[src/apd_params.svh]
// Constants for the angle PLL direction and sync-count block.
// Assumes inclusion by the package and the top design file by bare name.
`ifndef APD_PARAMS_SVH
`define APD_PARAMS_SVH
// ------------------------------------------------------------
// Register byte offsets
// ------------------------------------------------------------
`define APD_OFF_CTRL 12'h000
`define APD_OFF_STATUS 12'h004
`define APD_OFF_THRESH 12'h008
`define APD_OFF_NUTC 12'h00C
`define APD_OFF_NUSC 12'h010
// ------------------------------------------------------------
// Field positions and sync field width
// ------------------------------------------------------------
`define APD_CTRL_EN_BIT 0
`define APD_CTRL_DDS_BIT 1
`define APD_STAT_BWD_BIT 0
`define APD_STAT_IBWD_BIT 1
`define APD_NU_SYN_LSB 0
`define APD_NU_OLD_LSB 10
`define APD_NU_WRITE_SYNC_ENABLE_BIT 31
`define APD_SYN_W 10
// ------------------------------------------------------------
// Reset values
// ------------------------------------------------------------
`define APD_CTRL_RST 32'h0000_0000
`define APD_THRESH_RST 16'h0000
`define APD_BWD_RST 1'b0
`endif

[src/apd_pkg.sv]
// Types shared by the angle PLL direction block.
// Assumes the params header sits in the same folder.
`include "apd_params.svh"
package apd_pkg;
  typedef enum logic [1:0] {APD_IDLE, APD_HIGH} apd_trg_state_t;
  typedef struct packed {
    logic [11:0] addr;
    logic write;
    logic [31:0] wdata;
  } apd_req_t;
endpackage

[src/apd_pulse_meas.sv]
// Trigger pulse width measurement for the angle PLL.
// Assumes trigger input is synchronous to pclk, active high.
`timescale 1ns/100ps
`default_nettype none
module apd_pulse_meas #(
  parameter int CW = 16
) (
  input wire logic pclk, // Module clock
  input wire logic presetn, // Async reset, active low
  input wire logic trig, // Trigger input level
  input wire logic [CW-1:0] thresh, // Pulse width threshold
  output logic inact_edge, // Inactive edge pulse
  output logic short_pulse // Last pulse within threshold
);
  typedef struct packed {
    apd_pkg::apd_trg_state_t st;
    logic [CW-1:0] cnt;
    logic prev;
  } apd_meas_t;
  apd_meas_t s_q, s_d;
  // ------------------------------------------------------------
  // Edge detect and width counter
  // ------------------------------------------------------------
  always_comb
  begin
    s_d = s_q;
    s_d.prev = trig;
    case (s_q.st)
      apd_pkg::APD_IDLE:
        if (trig && !s_q.prev)
        begin
          s_d.st = apd_pkg::APD_HIGH;
          s_d.cnt = '0;
        end
      apd_pkg::APD_HIGH:
        if (!trig)
          s_d.st = apd_pkg::APD_IDLE;
        else if (s_q.cnt != '1)
          s_d.cnt = s_q.cnt + 1'b1; // Saturate so long pulses stay long
      default: s_d.st = apd_pkg::APD_IDLE;
    endcase
  end
  assign inact_edge = (s_q.st == apd_pkg::APD_HIGH) && !trig;
  assign short_pulse = s_q.cnt <= thresh;
  always_ff @(posedge pclk or negedge presetn)
  begin
    if (!presetn)
      s_q <= '{st: apd_pkg::APD_IDLE, cnt: '0, prev: 1'b0};
    else
      s_q <= s_d;
  end
endmodule
`default_nettype wire

[src/apd_angle_pll_dir.sv]
// Angle PLL direction tracking and sync-count registers, APB slave.
// Assumes APB master in pclk domain; trigger and pins are synchronous.
//
// The placing of the registers and the APB slave port were decided locally.
`timescale 1ns/100ps
`default_nettype none
`include "apd_params.svh"
module apd_angle_pll_dir #(
  parameter int THW = 16
) (
  input wire logic pclk, // Module clock
  input wire logic presetn, // Async reset, active low
  input wire logic psel, // APB select
  input wire logic penable, // APB enable
  input wire logic pwrite, // APB direction
  input wire logic [11:0] paddr, // APB byte address
  input wire logic [31:0] pwdata, // APB write data
  output logic [31:0] prdata, // APB read data
  output logic pready, // APB ready
  output logic pslverr, // APB error
  input wire logic trigger_in, // Trigger input from sensor
  input wire logic direction_input_pin, // Dedicated direction pin
  output logic backward_dir_flag // Readable direction status
);
  typedef struct packed {
    logic en;
    logic dds;
    logic [THW-1:0] thr;
    logic int_bwd;
    logic [`APD_SYN_W-1:0] syn_t;
    logic [`APD_SYN_W-1:0] old_t;
    logic [`APD_SYN_W-1:0] syn_s;
    logic [`APD_SYN_W-1:0] old_s;
    logic write_sync_enable_t;
    logic write_sync_enable_s;
    logic [31:0] rdata;
  } apd_state_t;
  apd_state_t s_q, s_d;
  apd_pkg::apd_req_t req;
  logic inact_edge;
  logic short_pulse;
  logic acc;
  logic mapped;

  // ------------------------------------------------------------
  // Trigger pulse measurement
  // ------------------------------------------------------------
  apd_pulse_meas #(.CW(THW)) u_meas (
    .pclk(pclk),
    .presetn(presetn),
    .trig(trigger_in),
    .thresh(s_q.thr),
    .inact_edge(inact_edge),
    .short_pulse(short_pulse)
  );

  function automatic logic is_mapped(input logic [11:0] a);
    is_mapped = (a == `APD_OFF_CTRL) || (a == `APD_OFF_STATUS) ||
      (a == `APD_OFF_THRESH) || (a == `APD_OFF_NUTC) || (a == `APD_OFF_NUSC);
  endfunction

  // Bus request bundle; zero-wait slave
  assign req = '{addr: paddr, write: pwrite, wdata: pwdata};
  assign acc = psel && penable;
  assign mapped = is_mapped(req.addr);
  assign pready = 1'b1;
  assign pslverr = acc && !mapped;
  assign prdata = s_q.rdata;
  // Status masked while disabled, internal direction kept
  assign backward_dir_flag = s_q.en ? s_q.int_bwd : `APD_BWD_RST;

  // ------------------------------------------------------------
  // Next state: registers and direction
  // ------------------------------------------------------------
  always_comb
  begin
    s_d = s_q;
    // Direction only moves while enabled; disable never clears it
    if (s_q.en)
    begin
      if (s_q.dds)
        s_d.int_bwd = direction_input_pin;
      else if (inact_edge)
        s_d.int_bwd = !short_pulse;
    end
    // Read data captured in setup so it stands in the access phase
    if (psel && !penable && !req.write)
    begin
      case (req.addr)
        `APD_OFF_CTRL: s_d.rdata = {30'h0, s_q.dds, s_q.en};
        `APD_OFF_STATUS: s_d.rdata = {30'h0, s_q.int_bwd, backward_dir_flag};
        `APD_OFF_THRESH: s_d.rdata = 32'(s_q.thr);
        `APD_OFF_NUTC: s_d.rdata = {s_q.write_sync_enable_t, 11'h000, s_q.old_t, s_q.syn_t};
        `APD_OFF_NUSC: s_d.rdata = {s_q.write_sync_enable_s, 11'h000, s_q.old_s, s_q.syn_s};
        default: s_d.rdata = 32'h0000_0000;
      endcase
    end
    if (acc && req.write)
    begin
      case (req.addr)
        `APD_OFF_CTRL:
        begin
          s_d.en = req.wdata[`APD_CTRL_EN_BIT];
          s_d.dds = req.wdata[`APD_CTRL_DDS_BIT];
        end
        `APD_OFF_THRESH: s_d.thr = req.wdata[THW-1:0];
        `APD_OFF_NUTC:
        begin
          s_d.write_sync_enable_t = req.wdata[`APD_NU_WRITE_SYNC_ENABLE_BIT];
          // Old field takes written bits, not the previous sync value
          if (req.wdata[`APD_NU_WRITE_SYNC_ENABLE_BIT])
          begin
            s_d.syn_t = req.wdata[`APD_NU_SYN_LSB +: `APD_SYN_W];
            s_d.old_t = req.wdata[`APD_NU_OLD_LSB +: `APD_SYN_W];
          end
        end
        `APD_OFF_NUSC:
        begin
          s_d.write_sync_enable_s = req.wdata[`APD_NU_WRITE_SYNC_ENABLE_BIT];
          if (req.wdata[`APD_NU_WRITE_SYNC_ENABLE_BIT])
          begin
            s_d.syn_s = req.wdata[`APD_NU_SYN_LSB +: `APD_SYN_W];
            s_d.old_s = req.wdata[`APD_NU_OLD_LSB +: `APD_SYN_W];
          end
        end
        default: s_d.en = s_q.en;
      endcase
    end
  end

  always_ff @(posedge pclk or negedge presetn)
  begin
    if (!presetn)
    begin
      s_q <= '0;
      s_q.thr <= `APD_THRESH_RST;
    end
    else
      s_q <= s_d;
  end

  // ------------------------------------------------------------
  // Assertions
  // ------------------------------------------------------------
  property p_dis_masks;
    @(posedge pclk) disable iff (!presetn)
      !s_q.en |-> !backward_dir_flag;
  endproperty
  a_dis_masks: assert property (p_dis_masks) else $error("status not reset value while off");
  property p_dis_keeps;
    @(posedge pclk) disable iff (!presetn)
      !s_q.en |=> s_q.int_bwd == $past(s_q.int_bwd);
  endproperty
  a_dis_keeps: assert property (p_dis_keeps) else $error("internal dir changed while off");
  property p_reen;
    @(posedge pclk) disable iff (!presetn)
      $rose(s_q.en) |-> backward_dir_flag == s_q.int_bwd;
  endproperty
  a_reen: assert property (p_reen) else $error("status not restored on enable");
  property p_fwd;
    @(posedge pclk) disable iff (!presetn)
      s_q.en && !s_q.dds && inact_edge && short_pulse |=> !backward_dir_flag;
  endproperty
  a_fwd: assert property (p_fwd) else $error("short pulse did not give forward");
  property p_pin;
    @(posedge pclk) disable iff (!presetn)
      s_q.en && s_q.dds |=> s_q.int_bwd == $past(direction_input_pin);
  endproperty
  a_pin: assert property (p_pin) else $error("pin direction not followed");
  property p_long;
    @(posedge pclk) disable iff (!presetn)
      s_q.en && !s_q.dds && inact_edge && !short_pulse |=> s_q.int_bwd;
  endproperty
  a_long: assert property (p_long) else $error("long pulse did not give backward");
  property p_hold;
    @(posedge pclk) disable iff (!presetn)
      s_q.en && !s_q.dds && !inact_edge |=> s_q.int_bwd == $past(s_q.int_bwd);
  endproperty
  a_hold: assert property (p_hold) else $error("direction moved without edge");
  property p_syn;
    @(posedge pclk) disable iff (!presetn)
      acc && req.write && req.addr == `APD_OFF_NUTC && req.wdata[31]
      |=> s_q.old_t == $past(req.wdata[19:10]) && s_q.syn_t == $past(req.wdata[9:0]);
  endproperty
  a_syn: assert property (p_syn) else $error("sync fields not from write data");
  // Status read path: bit 1 internal direction, bit 0 masked flag
  property p_stat;
    @(posedge pclk) disable iff (!presetn)
      psel && !penable && !pwrite && paddr == `APD_OFF_STATUS
      |=> s_q.rdata[1:0] == {$past(s_q.int_bwd), $past(s_q.en) && $past(s_q.int_bwd)};
  endproperty
  a_stat: assert property (p_stat) else $error("status differs from direction");
  c_toggle: cover property (@(posedge pclk) disable iff (!presetn) $fell(s_q.en) ##[1:20] s_q.en);
  c_short: cover property (@(posedge pclk) disable iff (!presetn) inact_edge && short_pulse);
  c_pin: cover property (@(posedge pclk) disable iff (!presetn) s_q.dds && $rose(s_q.int_bwd));
endmodule
`default_nettype wire

[config.mk]
export PLATFORM = sky130hd
export DESIGN_NAME = apd_angle_pll_dir
export DESIGN_NICKNAME = d
export VERILOG_FILES = /design/src/apd_pkg.sv /design/src/apd_pulse_meas.sv /design/src/apd_angle_pll_dir.sv
export VERILOG_INCLUDE_DIRS = /design/src
export SDC_FILE = /design/constraint.sdc
export NUM_CORES = 1
export LEC_CHECK = 0
export ABC_AREA = 1
export BUFFER_PORTS_ARGS = -buffer_cell sky130_fd_sc_hd__buf_2
export CAP_MARGIN = 5
export CORE_ASPECT_RATIO = 1.4
export CORE_MARGIN = 3
export CORE_UTILIZATION = 60
export DETAILED_ROUTE_END_ITERATION = 10
export HOLD_SLACK_MARGIN = 0.12
export PLACE_DENSITY = 0.84
export SLEW_MARGIN = 15
export SYNTH_ARGS = -nofsm -noshare
export SYNTH_HDL_FRONTEND = slang
export SYNTH_SLANG_ARGS = --single-unit
[constraint.sdc]
create_clock -name pclk -period 2.6 [get_ports pclk]
set_input_delay 0.13 -clock pclk [delete_from_list [all_inputs] [get_ports pclk]]
set_output_delay 0.13 -clock pclk [all_outputs]
set_load 0.01 [all_outputs]
==> results of run 1 <==
-- layout make-up --
cell class,instances,area [µm²]
Fill cell,660,2580
Sequential cell,100,2500
Multi-Input combinational cell,480,2380
Timing Repair Buffer,93,618
Inverter,72,270
Clock buffer,11,243
Tap cell,105,131
Clock inverter,5,82.6
-- Yosys cell counts (5+ instances only) --
library cell,number
buf_4,33
ha_1,17
nand3_1,38
nor3_1,8
nand2_2,5
nor2_1,28
buf_2,7
nand4_1,13
o21ai_1,47
a21oi_1,12
o21ai_0,22
buf_6,9
o21ai_2,6
inv_1,69
nand2_1,241
nor2_2,6
dfrtp_1,100
-- flip-flops by register name (all words and copies together) (netlist names) --
register and count:
u_meas.s_q 18, prdata 21, s_q 61
-- power groups by stage --
| stage | registers (mW) | logic (mW) | clock network, mW |
|---|---|---|---|
| floorplan | 1.60 | 0.128 | 0 |
| global placement | 1.60 | 0.202 | 0 |
| detailed placement | 1.61 | 0.210 | 0 |
| CTS | 1.58 | 0.241 | 1.47 |
| global route | 1.58 | 0.270 | 1.54 |
| finish | 1.58 | 0.239 | 1.46 |
-- cells by family (layout without fill, tap and decap cells) --
family	count (synthesis)	count (layout)	share of synthesized area, %
AND/OR/NAND/NOR	353	353	28.3
buffers and inverters	127	181	12.8
flip-flops	100	100	45.1
AO/OA/AOI/OAI	95	95	9.41
adder cells (fa/ha/maj)	17	17	3.84
XOR/XNOR	3	3	0.474
other	2	12	0.135
-- worst max-delay path by stage --
stage | start | endpoint | slack [ns] | cells after the start
3_5_place_dp | u_meas.s_q[2] | u_meas.s_q[6] | 0.62 | 9
5_1_grt | u_meas.s_q[2] | u_meas.s_q[6] | 0.41 | 9
3_3_place_gp | u_meas.s_q[2] | u_meas.s_q[4] | 0.72 | 9
2_1_floorplan | u_meas.s_q[2] | u_meas.s_q[15] | 1.09 | 9
4_1_cts | u_meas.s_q[2] | u_meas.s_q[6] | 0.59 | 9
6_report | u_meas.s_q[2] | u_meas.s_q[6] | 0.57 | 9
-- through the flow --
stage	total power, mW	worst slack [ns]	utilization [%]
after detailed placement	1.82	0.616	64.2
final	3.28	0.568	70.7
after global routing	3.38	0.410	70.7
after global placement	1.81	0.717	64.2
after floorplan	1.73	1.09	-
after CTS	3.29	0.595	70.7
-- worst reg2reg max path, cell delays in order (launching register included) --
cell	delay (ns)
dfrtp_1	0.42
ha_1	0.28
nand2_1	0.11
nor2_2	0.21
nand4_1	0.17
nand2_2	0.29
inv_2	0.20
nand3_1	0.13
nor2_1	0.05
nor2_1	0.11
-- metal layers --
metal / vias to the layer above / track usage (%) / routed length, µm
met5: - / 0 / 0
met3: 26 / 3.16 / 526
met2: 135 / 42.1 / 6460
met1: 2240 / 31.0 / 5130
li1: 2296 / - / -
met4: 0 / 10.2 / 318
-- repair_timing --
action / 4_1_cts / 5_1_grt
endpoints found under the setup margin: 0 / 0
hold buffers: 24 / 0
hold endpoints to repair: 99 / 0
==> impl_metrics.toml, run 1 <==
[outcome]
outcome = "completed"

[clock_tree]
numClockSinks = 100
cts-resized-gates = 0
cts_root_buf = "clkbuf_16"
cts.htree.levels = 3
insertion_delay_ns = 0.35
post_cts.repair.setup_buffers = 0
numCtsBuffers = 9
cts_tree = "built"
cts_buffer_depth = 2
clkTransAtPathRegs_ns = 0.07

[logic_synthesis]
synth_top_area_share_pct = 45.1
ys_types = 36
synth_ff_type = "dfrtp_1"
synth_area_leaders = "dfrtp_1 (45%), nand2_1 (16%), inv_1 (4.7%), buf_4 (4.5%), o21ai_1 (4.2%)"
synth-edff-count = 0
ys_async_sr_fraction_pct = 100
ys_warn_count = 0
ys_seq_elements = 100
syn-cell-area_um2 = 5540
yosys.area.top_type = "dfrtp_1"
seq_area_frac_synth_pct = 45.1
syn_inst = 697
syn_avg_cell_area_um2 = 7.95

[place]
dp_cells = 826
io_buffers = 62
gp_congestion = 0.941
hpwl_mm = 8.35
placed_area_um2 = 5660

[run]
drv_cap = 0

[floorplanning]
fp.coreArea_um2 = 8810
initial_utilization_pct = 62.9
die_area_um2 = 10400
dieHeight_um = 120
die_w_um = 87.2
num_rows = 40
io-pin-count = 86

[worst_hold_path]
hold_depth = 4
hold_path_end = "s_q[32]"
hold_path.class = "in2reg"
hold_start = "paddr[4]"

[power]
internal_power_mw = 2.53
p_comb_share_pct = 7.3
p_per_area_nw_per_um2 = 526
p_leak_nw = 3.22
max-vdd-ir-drop_v = 0.000424
p_sw_mw = 0.749
p_seq_share_pct = 48.1
clockPowerShare_pct = 44.6
netSwitchingFraction_pct = 22.9

[global_route]
first_global_vias = 4510
grt_overflow = 0
grt_pass1_wl_mm = 20.5
grt_max_degree = 55
grt_usage_pct = 24.6
antenna_found_initial = 0

[sta]
setup_viol = 0
period_share_pct = 78.2
hold_viol_final = 0
holdWs_ns = 0.195
drv_slew = 0
slew_headroom_pct = 43.0
rsz0062_at_grt = "false"
fmax_mhz = 492
setup_tns_ns = 0
min_period_ns = 2.03
tightest_slew_ns = 0.852
fin_skew_ns = 0.00848

[drt]
vias = 4697
dr.pass1.iters = 5
wire_per_inst_um = 14.4
drt-total-wl_mm = 12.4
viasPerCell = 5.42
ant_nets = 0
drtIter0Drc = 307
drcViolationCount = 0

[critical_path]
worstPathArrival_ns = 2.31
critPathCaptureType = "flop"
cp_top_family = "simple AND/OR/NAND/NOR gates"
cp_num_buf_inv = 1
timing.rr.end = "u_meas.s_q[6]"
regToRegSetupSlack_ns = 0.57
start_kind = "flop"
critical_path_class = "reg2reg"
reg2reg_from = "u_meas.s_q[2]"
worst-path-max-fanout = 16
r2r.worst_path.cells = 9
slowest_delay_ns = 0.42
cp_slowest_cell = "dfrtp_1"
crit_required_ns = 2.88
crit_chain = "ha_1 > nand2_1 > nor2_2 > nand4_1 > nand2_2 > inv_2 > nand3_1 > nor2_1 > nor2_1"
crit_top_cell = "nor2_1"

[cells_and_area]
diodes = 0
area_delta_synth_final_pct = 12.3
final_cell_mix = "nand2_1 (241), dfrtp_1 (100), inv_1 (69)"
layout.cells.non_filler = 866
num-nets-final = 824
drive_gt1_share_pct = 15.4
design_area_um2 = 6220
final_common_cell = "nand2_1"
Power figures use the tool's default switching activity.
==> inputs of run 2 (changes only) <==
Settings changed: CORE_UTILIZATION 60 to 57, PLACE_DENSITY 0.84 to 0.8.
Clock period 2.6 ns to 2.1 ns, I/O delays scaled along.
==> impl_metrics.toml, run 2 (synthesis gave the netlist of run 1 again) <==
[sta]
drv_slew = 0
fmax_mhz = 523
slew_headroom_pct = 62.0
setup_viol = 0
setup_ws_ns = 0.188
tightest_slew_ns = 0.566
holdWs_ns = 0.163
fin_skew_ns = 0.00355
setup_tns_ns = 0
period_share_pct = 91.1
min_period_ns = 1.91
hold_viol_final = 0
rsz0062_at_grt = "false"

[cells_and_area]
top_register = "s_q"
num-nets-final = 827
fillers = 768
design_area_um2 = 6210
largest_reg_flops = 61
final_util_pct = 65.7
area_delta_synth_final_pct = 12.1
diodes = 0
final_cell_mix = "nand2_1 (241), dfrtp_1 (100), inv_1 (69)"
drive_gt1_share_pct = 15.8
final_common_cell = "nand2_1"

[global_route]
top_usage_layer = "met2"
use_met2_pct = 39.8
use_met3_pct = 4.43
grt_overflow = 0
grt_use_met1_pct = 28.4
first_global_vias = 4363
antenna_found_initial = 0
grt_max_degree = 61
grt_pass1_wl_mm = 19.8
grt_usage_pct = 22.9

[worst_hold_path]
hold_path.class = "in2reg"

[floorplanning]
die_w_um = 89.4
initial_utilization_pct = 58.6
num_rows = 42
dieHeight_um = 123
io-pin-count = 86
fp.coreArea_um2 = 9460
die_area_um2 = 11000

[critical_path]
critical_path_class = "reg2reg"
critPathCaptureType = "flop"
critPathCapture = "u_meas.s_q[6]"
timing.rr.end = "u_meas.s_q[6]"
reg2reg_from = "u_meas.s_q[2]"
worstPathArrival_ns = 2.15
start_kind = "flop"
crit_required_ns = 2.34
cp-startpoint = "u_meas.s_q[2]"
r2r.worst_path.cells = 9
worst-path-max-fanout = 15
regToRegSetupSlack_ns = 0.19

[drt]
viasPerCell = 5.38
drtIter0Drc = 242
vias = 4699
dr.pass1.iters = 7
ant_nets = 0
drt-total-wl_mm = 12.1
drcViolationCount = 0
wire_per_inst_um = 13.8

[clock_tree]
cts_tree = "built"
cts_buffer_depth = 2
numCtsBuffers = 9
numClockSinks = 100
cts.htree.levels = 3
cts-resized-gates = 0
insertion_delay_ns = 0.34
clkTransAtPathRegs_ns = 0.07
cts_root_buf = "clkbuf_16"
cts_hold_buf = 24
post_cts.repair.setup_buffers = 0

[place]
dp_slack_ns = 0.268
io_buffers = 62
gp_congestion = 0.927
hpwl_mm = 8.42
placed_area_um2 = 5690

[outcome]
outcome = "completed"

[power]
p_per_area_nw_per_um2 = 619
max-vdd-ir-drop_v = 0.000407
p_leak_nw = 3.21

[run]
drv_cap = 0
-- run 2: cell types whose count changed in the layout (fill, tap and decap cells not counted), sizes merged --
| cell | before | now |
|---|---|---|
| buf | 69 | 72 |
| bufinv | 2 | 0 |
| clkinvlp | 0 | 2 |
-- run 2: worst min-delay path by stage --
stage	start	to	slack, ns	cells past startpoint
5_1_grt	paddr[2]	prdata[1]	0.21	5
6_report	paddr[2]	prdata[1]	0.16	5
3_3_place_gp	presetn	u_meas.s_q[0]	0.04	1
4_1_cts	paddr[2]	prdata[1]	0.16	5
2_1_floorplan	presetn	prdata[0]	-0.19	0
3_5_place_dp	presetn	u_meas.s_q[2]	0.04	1
-- run 2: power by group --
group	switching, mW	internal (mW)
Sequential	0.0143	1.94
Clock	0.727	0.868
Combinational	0.186	0.111
Total	0.928	2.92
-- run 2: per-layer routing --
layer	up-vias	part of all wire [%]	wire [µm]
met2	154	51	6120
met3	34	5.0	601
li1	2310	-	-
met4	0	2.8	340
met1	2201	42	5030
met5	-	0	0
-- run 2: cell type report --
cell class / instances / area (µm²) / area share, %
clock buffer: 11 / 253 / 4.07
clock inverter: 5 / 33.8 / 0.544
inverter: 72 / 270 / 4.35
multi-input combinational: 480 / 2380 / 38.3
sequential: 100 / 2500 / 40.3
tap: 110 / 138 / 2.21
timing repair buffer: 96 / 641 / 10.3
-- run 2: per-stage QoR --
stage	total power [mW]	cells
floorplan	2.14	707
global placement	2.24	834
detailed placement	2.25	834
CTS	3.85	874
global route	3.97	874
finish	3.85	874
-- run 2: critical path, cell delays in order, from the launching register on --
cell	delay, ns
dfrtp_1	0.41
ha_1	0.30
nand2_1	0.12
nor2_2	0.23
nand4_1	0.15
nand2_2	0.10
buf_4	0.19
nor2_1	0.05
o21ai_0	0.17
nor2_1	0.06
==> inputs of run 3 (changes only) <==
Clock period 2.1 ns to 1.8 ns, I/O delays scaled along.
==> impl_metrics.toml, run 3 (synthesis gave the netlist of run 1 again) <==
[sta]
hold_viol_final = 0
setup_tns_ns = 0
drv_slew = 0
fmax_mhz = 613
tightest_slew_ns = 0.556
rsz0062_at_grt = "false"
fin_skew_ns = 0.00812
period_share_pct = 90.7
slew_headroom_pct = 62.8
min_period_ns = 1.63
setup_viol = 0
setup_ws_ns = 0.168

[clock_tree]
insertion_delay_ns = 0.34
post_cts.repair.setup_buffers = 0
numCtsBuffers = 9
cts_buffer_depth = 2
clkTransAtPathRegs_ns = 0.07
cts.htree.levels = 3
numClockSinks = 100
cts_tree = "built"
cts_root_buf = "clkbuf_16"

[critical_path]
critical_path_class = "reg2reg"
worstPathArrival_ns = 1.86
start_kind = "flop"
crit_required_ns = 2.02
reg2reg_from = "u_meas.s_q[2]"
regToRegSetupSlack_ns = 0.17
worst-path-max-fanout = 10
r2r.worst_path.cells = 7
critPathCaptureType = "flop"
timing.rr.end = "u_meas.s_q[16]"

[worst_hold_path]
hold_start = "paddr[4]"
hold_path_end = "s_q[32]"
hold_depth = 4
hold_path.class = "in2reg"

[floorplanning]
dieHeight_um = 123
io-pin-count = 86
num_rows = 42
initial_utilization_pct = 58.6
fp.coreArea_um2 = 9460
die_area_um2 = 11000
die_w_um = 89.4

[power]
clockPowerShare_pct = 41.8
p_per_area_nw_per_um2 = 725
p_leak_nw = 3.21
p_sw_mw = 1.04
max-vdd-ir-drop_v = 0.000497
internal_power_mw = 3.47
netSwitchingFraction_pct = 23.1
p_seq_share_pct = 50.5
p_comb_share_pct = 7.7

[drt]
vias = 4672
dr.pass1.iters = 6
drt-total-wl_mm = 11.9
drcViolationCount = 0
viasPerCell = 5.35
ant_nets = 0
wire_per_inst_um = 13.6
drtIter0Drc = 336

[cells_and_area]
num-nets-final = 827
diodes = 0
fillers = 779
top_register = "s_q"
final_common_cell = "nand2_1"
layout.cells.non_filler = 874
area_delta_synth_final_pct = 12.2
largest_reg_flops = 61
drive_gt1_share_pct = 15.4
final_cell_mix = "nand2_1 (241), dfrtp_1 (100), inv_1 (69)"

[global_route]
grt_overflow = 0
first_global_vias = 4433
antenna_found_initial = 0
grt_max_degree = 101
grt_usage_pct = 22.8
grt_pass1_wl_mm = 19.8

[place]
hpwl_mm = 8.40
dp_slack_ns = 0.140
dp_cells = 834
io_buffers = 62
gp_congestion = 0.985

[outcome]
outcome = "completed"

[run]
drv_cap = 0
[run 3: worst max-delay path by stage]
stage                  start  slack [ns]             end  cells after the start
2_1_floorplan  u_meas.s_q[2]        0.29  u_meas.s_q[15]                      9
3_3_place_gp   u_meas.s_q[1]        0.16   u_meas.s_q[6]                      9
6_report       u_meas.s_q[2]        0.17  u_meas.s_q[16]                      7
4_1_cts        u_meas.s_q[2]        0.13   u_meas.s_q[6]                      9
3_5_place_dp   u_meas.s_q[2]        0.14   u_meas.s_q[6]                      9
5_1_grt        u_meas.s_q[1]        0.02   u_meas.s_q[6]                      9
[run 3: power by group through the flow]
| stage | clock network (mW) | logic (mW) | registers, mW |
|---|---|---|---|
| after floorplan | 0 | 0.184 | 2.32 |
| after global placement | 0 | 0.293 | 2.32 |
| after detailed placement | 0 | 0.308 | 2.32 |
| after CTS | 1.91 | 0.350 | 2.28 |
| after global routing | 1.99 | 0.395 | 2.28 |
| final | 1.88 | 0.348 | 2.28 |
[run 3: cell type report]
cell class / count / area (µm²) / area share [%]
Inverter: 72 / 275 / 4.43
Tap cell: 110 / 138 / 2.21
Clock inverter: 4 / 50.0 / 0.805
Clock buffer: 12 / 236 / 3.80
Sequential cell: 100 / 2500 / 40.2
Multi-Input combinational cell: 480 / 2380 / 38.2
Timing Repair Buffer: 96 / 641 / 10.3
[run 3: metrics by stage]
stage	hold WS, ns	power [mW]	instance area [µm²]	util [%]
after detailed placement	0.193	2.63	5690	60.1
after global placement	0.185	2.61	5690	60.1
after floorplan	-0.206	2.50	5580	-
final	0.151	4.51	6220	65.8
after global routing	0.176	4.66	6220	65.8
after CTS	0.143	4.54	6210	65.7
[run 3: critical path, stage by stage (launching register included)]
cell	delay, ns
dfrtp_1	0.41
ha_1	0.27
nand2_1	0.11
nor2_2	0.11
nand4_1	0.12
nand2_2	0.18
buf_4	0.21
o21ai_0	0.10
[run 3: routing by layer]
| layer | track usage (%) | share of wire (%) | up-vias |
|---|---|---|---|
| met5 | 0 | 0 | - |
| met4 | 8.01 | 2.1 | 0 |
| met3 | 3.43 | 4.1 | 25 |
| met2 | 39.2 | 51 | 141 |
| met1 | 29.0 | 43 | 2200 |
| li1 | - | - | 2306 |
[run 3: timing repair]
item	4_1_cts	5_1_grt
hold buffers	24	0
endpoints found under the setup margin	0	2
hold endpoints to repair	162	0
gates resized for setup	0	3
